$ cat config.mk
export PLATFORM = sky130hd
export DESIGN_NAME = rotate_return_flag_exec
export DESIGN_NICKNAME = d
export VERILOG_FILES = /design/src/verilog/rotate_return_flag_pkg.sv /design/src/verilog/rotate_return_flag_exec.sv
export SDC_FILE = /design/constraint.sdc
export NUM_CORES = 1
export LEC_CHECK = 0
export BUFFER_PORTS_ARGS = -buffer_cell sky130_fd_sc_hd__buf_2
export CORE_MARGIN = 2
export CORE_UTILIZATION = 30
export CTS_BUF_LIST = sky130_fd_sc_hd__clkbuf_4 sky130_fd_sc_hd__clkbuf_8 sky130_fd_sc_hd__clkbuf_16
export CTS_CLUSTER_SIZE = 12
export DETAILED_ROUTE_END_ITERATION = 10
export HOLD_SLACK_MARGIN = 0.08
export SLEW_MARGIN = 40
export SYNTH_ARGS = -nofsm -noshare
export SYNTH_HDL_FRONTEND = slang
export SYNTH_SLANG_ARGS = --single-unit
$ cat constraint.sdc
create_clock -name clk -period 7.3 [get_ports clk]
set_clock_uncertainty 0.15 [all_clocks]
set_input_delay 0.73 -clock clk [delete_from_list [all_inputs] [get_ports clk]]
set_output_delay 0.73 -clock clk [all_outputs]
set_load 0.01 [all_outputs]
$ cat src/verilog/rotate_return_flag_pkg.sv
// Constants and types for the rotate, return and flag-set execution block.
// Assumes a 16-bit opcode issue stream and a 32-bit APB register port.
package rotate_return_flag_pkg;

    // Opcode matching
    localparam logic [15:0] OP_REG_MASK = 16'hF0FF;
    localparam logic [15:0] OP_ROT_RCR  = 16'h4025;
    localparam logic [15:0] OP_ROT_RLC  = 16'h4004;
    localparam logic [15:0] OP_ROT_RRC  = 16'h4005;
    localparam logic [15:0] OP_SUB_RET  = 16'h000B;
    localparam logic [15:0] OP_EXC_RET  = 16'h002B;
    localparam logic [15:0] OP_SET_CLMP = 16'h0058;
    localparam logic [15:0] OP_SET_CARY = 16'h0018;
    localparam int          RN_LSB      = 8;
    localparam int          RN_MSB      = 11;

    // Flag word bit positions
    localparam int CARRY_BIT = 0;
    localparam int CLAMP_BIT = 1;
    localparam int PRIV_BIT  = 30;

    // Exception return occupancy in clock cycles
    localparam logic [2:0] ERET_CYCLES = 3'h4;

    // Register map (byte addresses)
    localparam logic [7:0]  ADDR_CTRL   = 8'h00;
    localparam logic [7:0]  ADDR_STATUS = 8'h04;
    localparam logic [7:0]  ADDR_MASK   = 8'h08;
    localparam logic [7:0]  ADDR_STATE  = 8'h0C;
    localparam logic [31:0] CTRL_RESET  = 32'h0000_0001;
    localparam int          CTRL_EN_BIT = 0;

    // Event bits in status and mask
    localparam int EV_W    = 3;
    localparam int EV_GEN  = 0;
    localparam int EV_SLOT = 1;
    localparam int EV_XFER = 2;

    typedef enum logic [1:0] {
        ST_IDLE = 2'b00,
        ST_ERET = 2'b01,
        ST_SLOT = 2'b10
    } state_t;

    typedef struct packed {
        logic        valid;
        logic        in_slot;
        logic        is_branch;
        logic [15:0] op;
    } issue_t;

endpackage
$ cat src/verilog/rotate_return_flag_exec.sv
// Execution logic for single-bit rotates, delayed returns and flag sets.
// Assumes the core presents operands on the same clock and commits the
// write-back pulses at the following edge; registers sit behind APB.
//
// Summary of operation
// - Rotate through carry right: old carry into MSB, old LSB to carry.
// - Rotate left circular: old MSB into LSB and carry.
// - Rotate right circular: old LSB into MSB and carry.
// - Exception return loads flags and PC from saved copies, four cycles.
// - Exception return in user mode raises general illegal instruction.
// - Both returns are delayed: the next instruction runs first.
// - No interrupt is accepted between a return and its slot.
// - A branch in a return's delay slot is a slot illegal instruction.
// - Exception return inside another branch's slot is slot illegal.
// - Slot instruction sees the flag word just restored.
// - Slot fetch uses flags and privilege from before the return.
// - Branch target is captured before the slot instruction runs.
// - Return updates, then slot updates, then the transfer happens.
// - Subroutine return loads PC from call link register in one cycle.
// - Set-clamp forces saturation flag to one, carry untouched.
// - Set-carry forces carry to one, nothing else changes.
//
// The APB slave port and the register offsets were decided locally.
`timescale 1ns/10ps

module rotate_return_flag_exec
    import rotate_return_flag_pkg::*;
#(
    parameter logic [15:0] EXC_RET_OP  = OP_EXC_RET,
    parameter logic [15:0] SET_CLMP_OP = OP_SET_CLMP,
    parameter logic [15:0] SET_CARY_OP = OP_SET_CARY
) (
    // Clock and reset
    input  wire logic        clk,
    input  wire logic        reset,
    // APB slave
    input  wire logic [7:0]  paddr,
    input  wire logic        psel,
    input  wire logic        penable,
    input  wire logic        pwrite,
    input  wire logic [31:0] pwdata,
    output logic      [31:0] prdata,
    output logic             pready,
    output logic             pslverr,
    // Issue and operands
    input  wire issue_t      issue,
    input  wire logic [31:0] target_value,
    input  wire logic [31:0] flags_word_in,
    input  wire logic [31:0] saved_flags_word,
    input  wire logic [31:0] exception_return_address,
    input  wire logic [31:0] call_link_register,
    // Results
    output logic             issue_ready,
    output logic             rn_wr_en,
    output logic      [3:0]  rn_wr_idx,
    output logic      [31:0] rn_wr_data,
    output logic             flags_wr_en,
    output logic      [31:0] flags_wr_data,
    output logic      [31:0] slot_fetch_flags,
    output logic             branch_go,
    output logic      [31:0] branch_target,
    output logic             irq_block,
    output logic             illegal_general,
    output logic             illegal_slot,
    output logic             irq
);

    function automatic logic op_is(input logic [15:0] op,
                                   input logic [15:0] mask,
                                   input logic [15:0] code);
        op_is = (op & mask) == code;
    endfunction

    state_t        state_ff;
    state_t        nxt_state;
    logic [2:0]    cnt_ff;
    logic [2:0]    nxt_cnt;
    logic [31:0]   saved_ff;
    logic          ready_ff;
    logic          nxt_ready;
    logic          rn_en_ff;
    logic [3:0]    rn_idx_ff;
    logic [31:0]   rn_data_ff;
    logic          fl_en_ff;
    logic          nxt_fl_en;
    logic [31:0]   fl_data_ff;
    logic [31:0]   nxt_fl_data;
    logic [31:0]   fetch_fl_ff;
    logic          go_ff;
    logic [31:0]   target_ff;
    logic          block_ff;
    logic          gen_ill_ff;
    logic          slot_ill_ff;
    logic [31:0]   ctrl_ff;
    logic [EV_W-1:0] status_ff;
    logic [EV_W-1:0] nxt_status;
    logic [EV_W-1:0] mask_ff;
    logic [EV_W-1:0] ev;
    logic          irq_ff;
    logic [31:0]   prdata_ff;
    logic          pready_ff;
    logic          pslverr_ff;
    logic [31:0]   flags_mod;

    // Decode
    wire [15:0] op       = issue.op;
    wire acc            = issue.valid && ready_ff;
    wire hit_rcr        = op_is(op, OP_REG_MASK, OP_ROT_RCR);
    wire hit_rlc        = op_is(op, OP_REG_MASK, OP_ROT_RLC);
    wire hit_rrc        = op_is(op, OP_REG_MASK, OP_ROT_RRC);
    wire hit_sret       = op == OP_SUB_RET;
    wire hit_eret       = op == EXC_RET_OP;
    wire hit_sclamp     = op == SET_CLMP_OP;
    wire hit_scarry     = op == SET_CARY_OP;
    wire rot_hit        = hit_rcr | hit_rlc | hit_rrc;
    wire is_ret         = hit_eret | hit_sret;
    wire in_slot_phase  = state_ff == ST_SLOT;
    wire user_mode      = !flags_word_in[PRIV_BIT];
    wire old_c          = flags_word_in[CARRY_BIT];

    // Slot legality; slot illegal takes priority over privilege
    wire slot_ill       = (in_slot_phase && (issue.is_branch || is_ret))
                        || (is_ret && issue.in_slot);
    wire gen_ill        = hit_eret && !slot_ill && user_mode;
    wire start_eret     = acc && hit_eret && !slot_ill && !user_mode;
    wire start_sret     = acc && hit_sret && !slot_ill;
    wire slot_done      = acc && in_slot_phase;
    wire eret_restore   = state_ff == ST_ERET && cnt_ff == ERET_CYCLES - 3'h2;
    wire eret_to_slot   = state_ff == ST_ERET && cnt_ff == 3'h1;

    // Rotates
    wire [31:0] rot_val =
        hit_rcr ? {old_c, target_value[31:1]} :
        hit_rlc ? {target_value[30:0], target_value[31]} :
                  {target_value[0], target_value[31:1]};
    wire rot_c = hit_rlc ? target_value[31] : target_value[0];

    always_comb begin
        flags_mod = flags_word_in;
        flags_mod[CARRY_BIT] = rot_hit ? rot_c : (hit_scarry | old_c);
        flags_mod[CLAMP_BIT] = hit_sclamp | flags_word_in[CLAMP_BIT];
    end

    // Sequencer next values
    assign nxt_state = start_eret ? ST_ERET :
                       start_sret ? ST_SLOT :
                       eret_to_slot ? ST_SLOT :
                       slot_done ? ST_IDLE : state_ff;
    assign nxt_cnt   = start_eret ? ERET_CYCLES - 3'h1 :
                       (state_ff == ST_ERET) ? cnt_ff - 3'h1 : cnt_ff;
    // Acceptance stalls for the whole exception return; the slot is always taken
    assign nxt_ready = (nxt_state == ST_ERET) ? 1'b0 :
                       (nxt_state == ST_SLOT) ? 1'b1 :
                       ctrl_ff[CTRL_EN_BIT];
    assign nxt_fl_en   = (acc && (rot_hit | hit_sclamp | hit_scarry))
                       || eret_restore;
    assign nxt_fl_data = eret_restore ? saved_ff : flags_mod;

    always_ff @(posedge clk or posedge reset) begin
        if (reset) begin
            state_ff <= ST_IDLE;
            cnt_ff   <= 3'h0;
            ready_ff <= 1'b0;
        end else begin
            state_ff <= nxt_state;
            cnt_ff   <= nxt_cnt;
            ready_ff <= nxt_ready;
        end
    end

    // Write-back of register and flag word
    always_ff @(posedge clk or posedge reset) begin
        if (reset) begin
            rn_en_ff   <= 1'b0;
            rn_idx_ff  <= 4'h0;
            rn_data_ff <= 32'h0000_0000;
            fl_en_ff   <= 1'b0;
            fl_data_ff <= 32'h0000_0000;
        end else begin
            rn_en_ff   <= acc && rot_hit;
            rn_idx_ff  <= op[RN_MSB:RN_LSB];
            rn_data_ff <= rot_val;
            fl_en_ff   <= nxt_fl_en;
            fl_data_ff <= nxt_fl_data;
        end
    end

    // Return bookkeeping: target and flags are frozen at the return
    // itself so a slot write to the source cannot move the destination.
    always_ff @(posedge clk or posedge reset) begin
        if (reset) begin
            saved_ff    <= 32'h0000_0000;
            target_ff   <= 32'h0000_0000;
            fetch_fl_ff <= 32'h0000_0000;
        end else if (start_eret) begin
            saved_ff    <= saved_flags_word;
            target_ff   <= exception_return_address;
            fetch_fl_ff <= flags_word_in;
        end else if (start_sret) begin
            target_ff   <= call_link_register;
            fetch_fl_ff <= flags_word_in;
        end
    end

    always_ff @(posedge clk or posedge reset) begin
        if (reset) begin
            go_ff       <= 1'b0;
            block_ff    <= 1'b0;
            gen_ill_ff  <= 1'b0;
            slot_ill_ff <= 1'b0;
        end else begin
            go_ff       <= slot_done && !slot_ill;
            block_ff    <= (start_eret | start_sret)
                         || (block_ff && !slot_done);
            gen_ill_ff  <= acc && gen_ill;
            slot_ill_ff <= acc && slot_ill;
        end
    end

    // APB slave: one wait state, answer from flops
    wire apb_acc   = psel && penable;
    wire apb_done  = apb_acc && pready_ff;
    wire apb_wr    = apb_done && pwrite;
    wire sel_ctrl  = paddr == ADDR_CTRL;
    wire sel_stat  = paddr == ADDR_STATUS;
    wire sel_mask  = paddr == ADDR_MASK;
    wire sel_state = paddr == ADDR_STATE;
    wire mapped    = sel_ctrl | sel_stat | sel_mask | sel_state;
    wire [31:0] rd_mux =
        sel_ctrl ? ctrl_ff :
        sel_stat ? {{(32-EV_W){1'b0}}, status_ff} :
        sel_mask ? {{(32-EV_W){1'b0}}, mask_ff} :
        sel_state ? {27'h0, block_ff, cnt_ff[1:0], state_ff} : 32'h0;
    wire wr_stat = apb_wr && sel_stat;

    assign ev[EV_GEN]  = acc && gen_ill;
    assign ev[EV_SLOT] = acc && slot_ill;
    assign ev[EV_XFER] = slot_done && !slot_ill;

    // A new event wins over a write-one-to-clear in the same cycle
    genvar gi;
    generate
        for (gi = 0; gi < EV_W; gi++) begin : g_ev
            assign nxt_status[gi] = ev[gi]
                || (status_ff[gi] && !(wr_stat && pwdata[gi]));
        end
    endgenerate

    always_ff @(posedge clk or posedge reset) begin
        if (reset) begin
            pready_ff  <= 1'b0;
            prdata_ff  <= 32'h0000_0000;
            pslverr_ff <= 1'b0;
        end else begin
            pready_ff  <= apb_acc && !pready_ff;
            prdata_ff  <= (apb_acc && !pready_ff && !pwrite) ? rd_mux
                                                             : prdata_ff;
            pslverr_ff <= apb_acc && !pready_ff && !mapped;
        end
    end

    always_ff @(posedge clk or posedge reset) begin
        if (reset) begin
            ctrl_ff   <= CTRL_RESET;
            mask_ff   <= '0;
            status_ff <= '0;
            irq_ff    <= 1'b0;
        end else begin
            if (apb_wr && sel_ctrl)
                ctrl_ff <= pwdata;
            if (apb_wr && sel_mask)
                mask_ff <= pwdata[EV_W-1:0];
            status_ff <= nxt_status;
            irq_ff    <= |(nxt_status & mask_ff);
        end
    end

    assign prdata           = prdata_ff;
    assign pready           = pready_ff;
    assign pslverr          = pslverr_ff;
    assign issue_ready      = ready_ff;
    assign rn_wr_en         = rn_en_ff;
    assign rn_wr_idx        = rn_idx_ff;
    assign rn_wr_data       = rn_data_ff;
    assign flags_wr_en      = fl_en_ff;
    assign flags_wr_data    = fl_data_ff;
    assign slot_fetch_flags = fetch_fl_ff;
    assign branch_go        = go_ff;
    assign branch_target    = target_ff;
    assign irq_block        = block_ff;
    assign illegal_general  = gen_ill_ff;
    assign illegal_slot     = slot_ill_ff;
    assign irq              = irq_ff;

    // Checks; operand copies give the prior-cycle operands
    logic [31:0] tv_q;
    logic [31:0] fw_q;
    always_ff @(posedge clk) begin
        tv_q <= target_value;
        fw_q <= flags_word_in;
    end
endmodule // rotate_return_flag_exec

# Word-level counts from Yosys, hierarchy flattened
# Cells that the tools add are included.
[word_totals]
ff_bits = 249
output_inout_bits = 174
elab_cells = 126
[classes]
addsub = 1
n_eq_ne = 16
muxes = 21
bitwise = 12
n_reduce_logical = 54
[op_table]
columns = ["op", "count"]
rows = [
  ["$mux 32", 8],
  ["$eq 12x11->1 const B", 3],
  ["$logic_and 1x1->1", 34],
  ["$eq 16x4->1 const B", 1],
  ["$eq 16x5->1 const B", 1],
  ["$eq 16x6->1 const B", 1],
  ["$eq 16x7->1 const B", 1],
  ["$eq 8x4->1 const B", 2],
  ["$mux 5", 3],
  ["$or 1x1->1", 11],
  ["$logic_not 1->1", 9],
  ["$eq 8x3->1 const B", 1],
  ["$logic_not 8->1", 1],
  ["$mux 2", 4],
  ["$logic_or 1x1->1", 7],
  ["$mux 3", 2],
  ["$eq 2x1->1 const B", 2],
  ["$eq 2x2->1 const B", 2],
  ["$mux 1", 4],
  ["$reduce_bool 2->1", 2],
  ["$and 3x3->3", 1],
  ["$eq 3x1->1 const B", 1],
  ["$eq 3x2->1 const B", 1],
  ["$reduce_or 3->1", 1],
  ["$sub 3x1->3 const B", 1],
]

# Depth between registers and ports, before layout
# Gate-level depths: netlist of run 1.
[depth]
word_depth = 12
ltp_mapped = 8

# Worst setup path after synthesis of run 1
# Ideal clock, no wire load.
[synth_timing]
kind = "in2reg"
from = "input port paddr[1]"
to = "register ctrl_ff[11]"
setup_time_ps = 125
arrival_time_ps = 2517
t_required_ps = 7025
path_slack_ps = 4508
path_stages = 6
path_buffers = 2
cell_sequence = "or4_1 -> or2_1 -> buf_2 -> nor4_4 -> buf_6 -> mux2_2"
[synth_via]
elab_chain_len = 2
[synth_rtl]
columns = ["item", "line", "rtl"]
rows = [
  ["from (decl)", "rotate_return_flag_exec.sv:37", "input wire logic [7:0] paddr,"],
  ["$logic_not 8->1", "rotate_return_flag_exec.sv:224", "wire sel_ctrl = paddr == ADDR_CTRL;"],
  ["$logic_and 1x1->1", "rotate_return_flag_exec.sv:269", "if (apb_wr && sel_ctrl)"],
  ["to (signal assigned)", "rotate_return_flag_exec.sv:270", "ctrl_ff <= pwdata;"],
  ["to (decl)", "rotate_return_flag_exec.sv:94", "logic [31:0] ctrl_ff;"],
]
# Every way passes these cells.
# A chain may end at the register's enable or synchronous reset.

# Worst setup path after layout of run 1
[layout_timing]
from = "input port issue[2] in the netlist's numbering"
to = "register target_ff[7], in the netlist branch_target[7]"
[layout_via]
elab_chain_len = 9
elab_cells_between_ends = 15
cone_classes = "eq/ne: 2; mux: 1; bitwise: 1; reduce/logical: 11"
[layout_rtl]
columns = ["item", "line", "rtl"]
rows = [
  ["from (decl)", "rotate_return_flag_exec.sv:46", "input wire issue_t issue,"],
  ["$eq 16x6->1 or $eq 16x4->1 (tied branches)", "rotate_return_flag_exec.sv:112, rotate_return_flag_exec.sv:111", ""],
  ["$or 1x1->1", "rotate_return_flag_exec.sv:116", "wire is_ret = hit_eret | hit_sret;"],
  ["$logic_or 1x1->1", "rotate_return_flag_exec.sv:122", "wire slot_ill = (in_slot_phase && (issue.is_branch || is_ret))"],
  ["$logic_and 1x1->1", "rotate_return_flag_exec.sv:122", ""],
  ["$logic_or 1x1->1", "rotate_return_flag_exec.sv:123", "|| (is_ret && issue.in_slot);"],
  ["$logic_not 1->1", "rotate_return_flag_exec.sv:125, rotate_return_flag_exec.sv:126", ""],
  ["$logic_and 1x1->1 (2 in a row)", "rotate_return_flag_exec.sv:125", "wire start_eret = acc && hit_eret && !slot_ill && !user_mode;"],
  ["$mux 32 or $reduce_bool 2->1 (tied branches)", "-", ""],
  ["to (signal assigned)", "rotate_return_flag_exec.sv:197", "target_ff <= exception_return_address;"],
  ["to (signal assigned)", "rotate_return_flag_exec.sv:200", "target_ff <= call_link_register;"],
  ["to (decl)", "rotate_return_flag_exec.sv:90", "logic [31:0] target_ff;"],
]
# Parallel ways exist; a longest one is shown, timed or not.

==> results of run 1 <==
[cell type report]
| cell class | count | share of cell area [%] |
|---|---|---|
| Clock inverter | 9 | 1.008 |
| Sequential cell | 249 | 46.47 |
| Multi-Input combinational cell | 469 | 26.08 |
| Tap cell | 442 | 4.124 |
| Inverter | 8 | 0.2519 |
| Antenna cell | 6 | 0.1120 |
| Clock buffer | 40 | 6.316 |
| Timing Repair Buffer | 407 | 15.65 |
[path summary, 6_finish.rpt]
kind,endpoint,cells after the start,slack (ns)
max,branch_target[7],8,4.56
min,ctrl_ff[4],3,0.14
max reg2reg,branch_target[7],7,4.68
min reg2reg,saved_ff[25],2,0.31
max in group asynchronous,branch_target[12],5,5.41
min in group clk,rn_wr_idx[1],1,0.15
[cells in the mapped netlist, types with 4 or more instances]
master    instances  area, sq um
inv_1             8        30.03
a22o_1           31        271.5
nor2_1           41        153.9
or3_1             4        25.02
nor3_1            4        20.02
buf_2            11        55.05
nand2_1         113        424.2
nand4_1           5        31.28
a21o_1            4        30.03
mux2_2          124         1396
clkbuf_1         27        101.4
nor2b_1           5        31.28
nand2b_1          5        31.28
dfrtp_1         248         6206
o21ai_0           9        45.04
a21oi_1          42        210.2
mux2i_1          32        320.3
[cell families after synthesis]
group / Yosys count
AO/OA/AOI/OAI: 100
adder cells (fa/ha/maj): 3
AND/OR/NAND/NOR: 203
multiplexers: 161
flip-flops: 249
buffers and inverters: 51
XOR/XNOR: 2
[per-stage QoR]
step,worst slack [ns],power [W],instances
6_report,4.557,0.003050,1630
5_1_grt,4.413,0.003177,1626
4_1_cts,4.655,0.003103,1624
3_5_place_dp,4.089,0.001607,1575
3_3_place_gp,3.987,0.001604,1574
2_1_floorplan,3.147,0.001496,769
[power by group through the flow]
| stage | sequential [W] | clock (W) | combinational, W |
|---|---|---|---|
| 2_1_floorplan | 0.00144 | 0 | 0.0000516 |
| 3_3_place_gp | 0.00143 | 0 | 0.000173 |
| 3_5_place_dp | 0.00143 | 0 | 0.000175 |
| 4_1_cts | 0.00141 | 0.00152 | 0.000176 |
| 5_1_grt | 0.00141 | 0.00158 | 0.000191 |
| 6_report | 0.00141 | 0.00147 | 0.000171 |
[layer usage]
layer	track usage, %	vias up	share of wire (%)
met5	0	-	0.097
met4	4.630	4	2.5
met3	5.498	45	10
met2	25.12	309	46
met1	19.36	3587	41
li1	-	3466	-
[worst register-to-register path, stage by stage, from the launching register on]
cell and delay [ns]:
dfrtp_1 0.43, nor2b_1 0.37, nor3_1 0.15, nand4_1 0.12, buf_4 0.35, buf_4 0.68, nor2_1 0.16, a21oi_1 0.14
[flip-flops by register name, indices dropped and copies added (netlist names), 4 cells and up]
register,count
branch_target,32
ctrl_ff,32
flags_wr_data,32
prdata,32
rn_wr_data,32
rn_wr_idx,4
saved_ff,32
slot_fetch_flags,32
==> summary.txt, run 1 <==
Outcome
  – Outcome: complete, no violations

Clocking
  – Clk_lat worst skew: 0.54 ns
  – CTS tree: built
  – CTS resizes: 0
  – Hold buffers post-CTS: 0
  – Reg clk slew, reported paths: 0.06 ns
  – CTS Root Cell: clkbuf_16
  – H-tree depth: 1
  – Clock Sinks: 249
  – CTS buffer count: 28
  – CTS max path bufs: 3
  – # Post-CTS Setup Buffers: 0

Synth
  – Synth Area in Adders: 0.3781%
  – Synth Instances: approximately 770
  – Flops & latches, synth: 249
  – Synth Area in Compound Gates: between 6 and 7%
  – Ys async rst share: 100.0%
  – Mapped Area: between 9000 and 10000 sq um
  – Mux share of post-synthesis cell area: 18.20%
  – Xor-xnor portion of the synthesized cell area: less than 1%
  – Ys flop type: dfrtp_1
  – Synth unique cells: 52
  – Main combinational cell family by area after synthesis: multiplexers
  – EDFF count, synth: 0
  – Yosys warns: 0
  – Sequential fraction of the synthesis area: 62.78%
  – Avg Synthesized Cell Area: 12.91 sq um
  – Synthesized netlist net count: 996
  – Simple-gate area share of the yosys netlist: 9.390%

Setup path
  – Worst path bufs/invs: 3
  – Critical path's largest stage delay: 0.70 ns
  – Crit Path Class: primary input to flop
  – CP Cell Sequence: buf_2, nor4b_1, and4_1, nand4_1, buf_4, buf_4, nor2_1, a21oi_1
  – CP endpoint kind: flop
  – Worst path required time: 7.54 ns
  – Crit Reg-Reg Startpoint: state_ff[1]
  – Setup crit start kind: primary input
  – CP Launch Point: issue[2]
  – Crit-path leading delay family: simple AND/OR/NAND/NOR gates
  – Critical Path Fanout Max: 64
  – Crit path top cell by count: buf_4
  – Worst path arrival time: 2.98 ns
  – Critical path's slowest cell: nor4b_1

Detailed routing
  – Post-DRT Antenna Nets: 0
  – Total Wirelength: 27930 microns
  – Initial drt markers: between 300 and 400
  – Vias per cell: ~4.5
  – WL/cell: ~17 microns
  – TritonRoute pass-1 iters: 4
  – Via count: 7411
  – DRC Markers: 0

Power
  – Psw: 0.0006615 W
  – Int Power: 0.002388 W
  – Maximum VDD drop: 0.1835 mV
  – Seq pwr share: 46.1%
  – Comb pwr share: 5.6%
  – Switching part of the total: around 22%
  – P_leak: 7.339 nW
  – Clock Power Share: 48.3%
  – Power Density: 227.4 nW/um^2

Finish
  – Footprint of the multi-input gates: 3497 sq um
  – Commonest non-fill, non-tap cell in the layout: buf_2
  – Most frequent cells in the layout: buf_2, dfrtp_1, mux2_2, nand2_1, a21oi_1
  – FILL cells: between 3k and 4k
  – Share of cells above drive strength 1: 50.76%
  – Area grow syn2layout: 35.10%
  – Post-layout util: between 40 and 50%
  – Post-Layout Inst Area: about 13000 sq um
  – Storage element area: 6232 sq um
  – Nets: 1390

Timing
  – Endpoints failing hold: 0
  – Actual slew at the worst max-slew pin: approximately 0.78 ns
  – Final period util: 37.58%
  – Max-slew violation count: 0
  – Fmax: 364.5 MHz
  – RSZ-0062 raised after global routing: false
  – Final hold slack: 0.1379 ns
  – Final setup TNS: 0 ns
  – Fin crit period: 2.743 ns
  – Final setup viols: 0
  – Slew HR: 47.02%

GRT
  – GRT Util Overall: 15.48%
  – Number of global-route vias before repair: 7529
  – Largest net degree at the start of global routing: 94
  – First-pass GRT wire length: between 40000 and 50000 microns
  – Grt total ovfl: 0
  – Initial antenna violation count: 5

Floorplan
  – Die area: approximately 35000 sq um
  – Die Wd: 185.9 microns
  – Die height: approximately 190 microns
  – Ports: 398
  – Initial core utilization: 30.51%
  – Num rows: 66
  – Core area: 32540 sq um

Place
  – Gpl congestion: 0.7701
  – Port bufs: 397
  – DP HPWL: 19990 microns
  – Area after DPL: 12410 sq um

Job
  – Max_cap viols: 0

Worst hold path
  – HP Class: primary input to asynchronous set/reset pin
No activity file was read; power rests on OpenSTA's default activity.
==> inputs of run 2 (changes only) <==
==> constraint.sdc (replaced) <==
create_clock -name clk -period 2.8 [get_ports clk]
set_clock_uncertainty 0.15 [all_clocks]
set_input_delay 0.28 -clock clk [delete_from_list [all_inputs] [get_ports clk]]
set_output_delay 0.28 -clock clk [all_outputs]
set_load 0.01 [all_outputs]
==> run 2 against run 1 <==
  * Utilization rose by 7.2 points
  * Global-route usage rose by 1.8 points
  * Wire length rose by 13%
  * Clock power rose to 2.6 times the previous value
  * First-iteration DRC count fell by 5.0%
  * Worst setup slack got worse by 4.4 ns
  * Non-clock buffer count rose by 237
  * Combinational power rose to 4.2 times the previous value
==> summary.txt, run 2 (same netlist as run 1, synthesis figures left out) <==
Timing
  – Fmax: 374.7 MHz
  – Final setup viols: 0 (unchanged)
  – Fin crit period: 2.669 ns
  – Setup slack after layout: 0.1311 ns (-4.426 ns)
  – RSZ-0062 raised after global routing: false
  – Actual slew at the worst max-slew pin: 0.6626 ns (-0.1211 ns)
  – Final period util: 95.32%
  – Slew HR: 55.73% (+8.7 points)
  – Endpoints failing hold: 0 (unchanged)
  – Final setup TNS: 0 ns (unchanged)
  – Max-slew violation count: 0 (unchanged)

Worst hold path
  – HP Class: primary input to flop

Finish
  – Most frequent cells in the layout: buf_2, dfrtp_1, dlygate4sd3_1, mux2_2, nand2_1
  – Post-Layout Cell Count: 1865 (+14%)
  – Area grow syn2layout: 58.80%
  – Commonest non-fill, non-tap cell in the layout: buf_2
  – Post-layout util: 48.45% (+7.2 points)
  – Nets: 1627 (+17%)
  – Share of cells above drive strength 1: 43.10% (-7.7 points)

Place
  – DP HPWL: 20380 microns (+2.0%)
  – Placed insts: 1587 (+0.76%)
  – Port bufs: 397 (unchanged)
  – Gpl congestion: 0.7640 (-0.79%)
  – Dpl ws: 0.2448 ns (-3.844 ns)

Clocking
  – Clock Sinks: 249 (unchanged)
  – Clk_lat worst skew: 0.54 ns (about the same)
  – Reg clk slew, reported paths: 0.06 ns (about the same)
  – Hold buffers post-CTS: 225 (+225)
  – CTS tree: built
  – H-tree depth: 1 (unchanged)
  – CTS max path bufs: 3 (unchanged)
  – # Post-CTS Setup Buffers: 0 (unchanged)
  – CTS buffer count: 28 (unchanged)
  – CTS resizes: 0 (unchanged)
  – CTS Root Cell: clkbuf_16

Setup path
  – Worst path required time: 3.13 ns (-4.41 ns)
  – CP endpoint kind: flop
  – Setup crit start kind: primary input
  – Critical Path Fanout Max: 3 (-95%)
  – Crit Path Class: primary input to flop
  – Worst path arrival time: 3.00 ns (+0.02 ns)

Detailed routing
  – WL/cell: 16.96 microns (-1.0%)
  – Initial drt markers: 286 (-5.0%)
  – TritonRoute pass-1 iters: 4 (unchanged)
  – Via count: 8433 (+14%)
  – Vias per cell: 4.522 (-0.55%)
  – Total Wirelength: 31630 microns (+13%)
  – DRC Markers: 0 (unchanged)
  – Post-DRT Antenna Nets: 0 (unchanged)

GRT
  – First-pass GRT wire length: 47010 microns (+13%)
  – Met3 usage in global routing: 4.754% (-0.74 points)
  – Grt total ovfl: 0 (unchanged)
  – GRT met1 Usage: 20.14% (+0.77 points)
  – GRT Max-Usage Layer: met2
  – Initial antenna violation count: 3 (-2)
  – GR Util met2: 30.53% (+5.4 points)
  – GRT Util Overall: 17.28% (+1.8 points)
  – Largest net degree at the start of global routing: 69 (-27%)
  – Number of global-route vias before repair: 8819 (+17%)

Floorplan
  – Core area: 32540 sq um (unchanged)
  – Initial core utilization: 30.51% (unchanged)
  – Ports: 398 (unchanged)
  – Die height: 185.9 microns (unchanged)
  – Die area: 34560 sq um (unchanged)
  – Num rows: 66 (unchanged)
  – Die Wd: 185.9 microns (unchanged)

Power
  – Maximum VDD drop: 0.4163 mV (+130%)
  – P_leak: 8.358 nW (+14%)
  – Power Density: 517.9 nW/um^2 (+130%)

Job
  – Max_cap viols: 0 (unchanged)

Outcome
  – Outcome: complete, no violations
==> run 2: cell count changes in the layout (fill, tap and decap cells not counted), sizes merged <==
cell         before  now
clkinv            6    3
buf             407  419
diode             6    3
bufinv            3    2
clkinvlp          1    2
clkbuf           40   43
inv               7    8
dlygate4sd3       0  225
==> run 2: final timing paths <==
check	slack [ns]	endpoint	from	depth (start not counted)
worst min-delay path	0.12	issue_ready	issue[18]	5
worst min register to register	0.31	saved_ff[4]	saved_ff[4]	2
min in group asynchronous	0.25	rn_wr_data[21]	reset	3
worst max-delay path	0.13	rn_wr_en	issue[1]	8
max in group asynchronous	1.49	branch_target[18]	reset	4
worst max register to register	0.36	branch_target[9]	state_ff[1]	6
==> run 2: power breakdown <==
group          switching [W]  internal [W]
logic               0.000299      0.000413
clock network        0.00146       0.00232
registers          0.0000150       0.00365
total                0.00177       0.00639
==> run 2: final cells by class <==
class	count	area, sq um
Fill cell	2929	16770
Tap cell	442	553.0
Antenna cell	3	7.507
Timing Repair Buffer	644	4492
Clock buffer	43	874.6
Sequential cell	249	6232
Clock inverter	7	91.34
Multi-Input combinational cell	469	3480
Inverter	8	33.78
==> run 2: stage by stage <==
stage | hold slack [ns] | total power [W] | cell area, sq um
2_1_floorplan | 0.1614 | 0.003899 | 9931
3_3_place_gp | 0.2549 | 0.004192 | 12540
3_5_place_dp | 0.2594 | 0.004195 | 12540
4_1_cts | 0.09695 | 0.008278 | 15760
5_1_grt | 0.1739 | 0.008486 | 15760
6_report | 0.1227 | 0.008164 | 15760
==> run 2: critical path, cell delays in order <==
cell	delay [ns]
dlygate4sd3_1	0.53
buf_2	0.14
nor2b_1	0.13
dlygate4sd3_1	0.57
nand4_1	0.12
dlygate4sd3_1	0.61
nor2_1	0.08
dlygate4sd3_1	0.54
==> run 2: metal layers <==
layer	wire length [microns]	vias to the layer above
li1	-	3937
met4	970	0
met2	15590	310
met1	12630	4119
met3	2439	67
met5	0	-
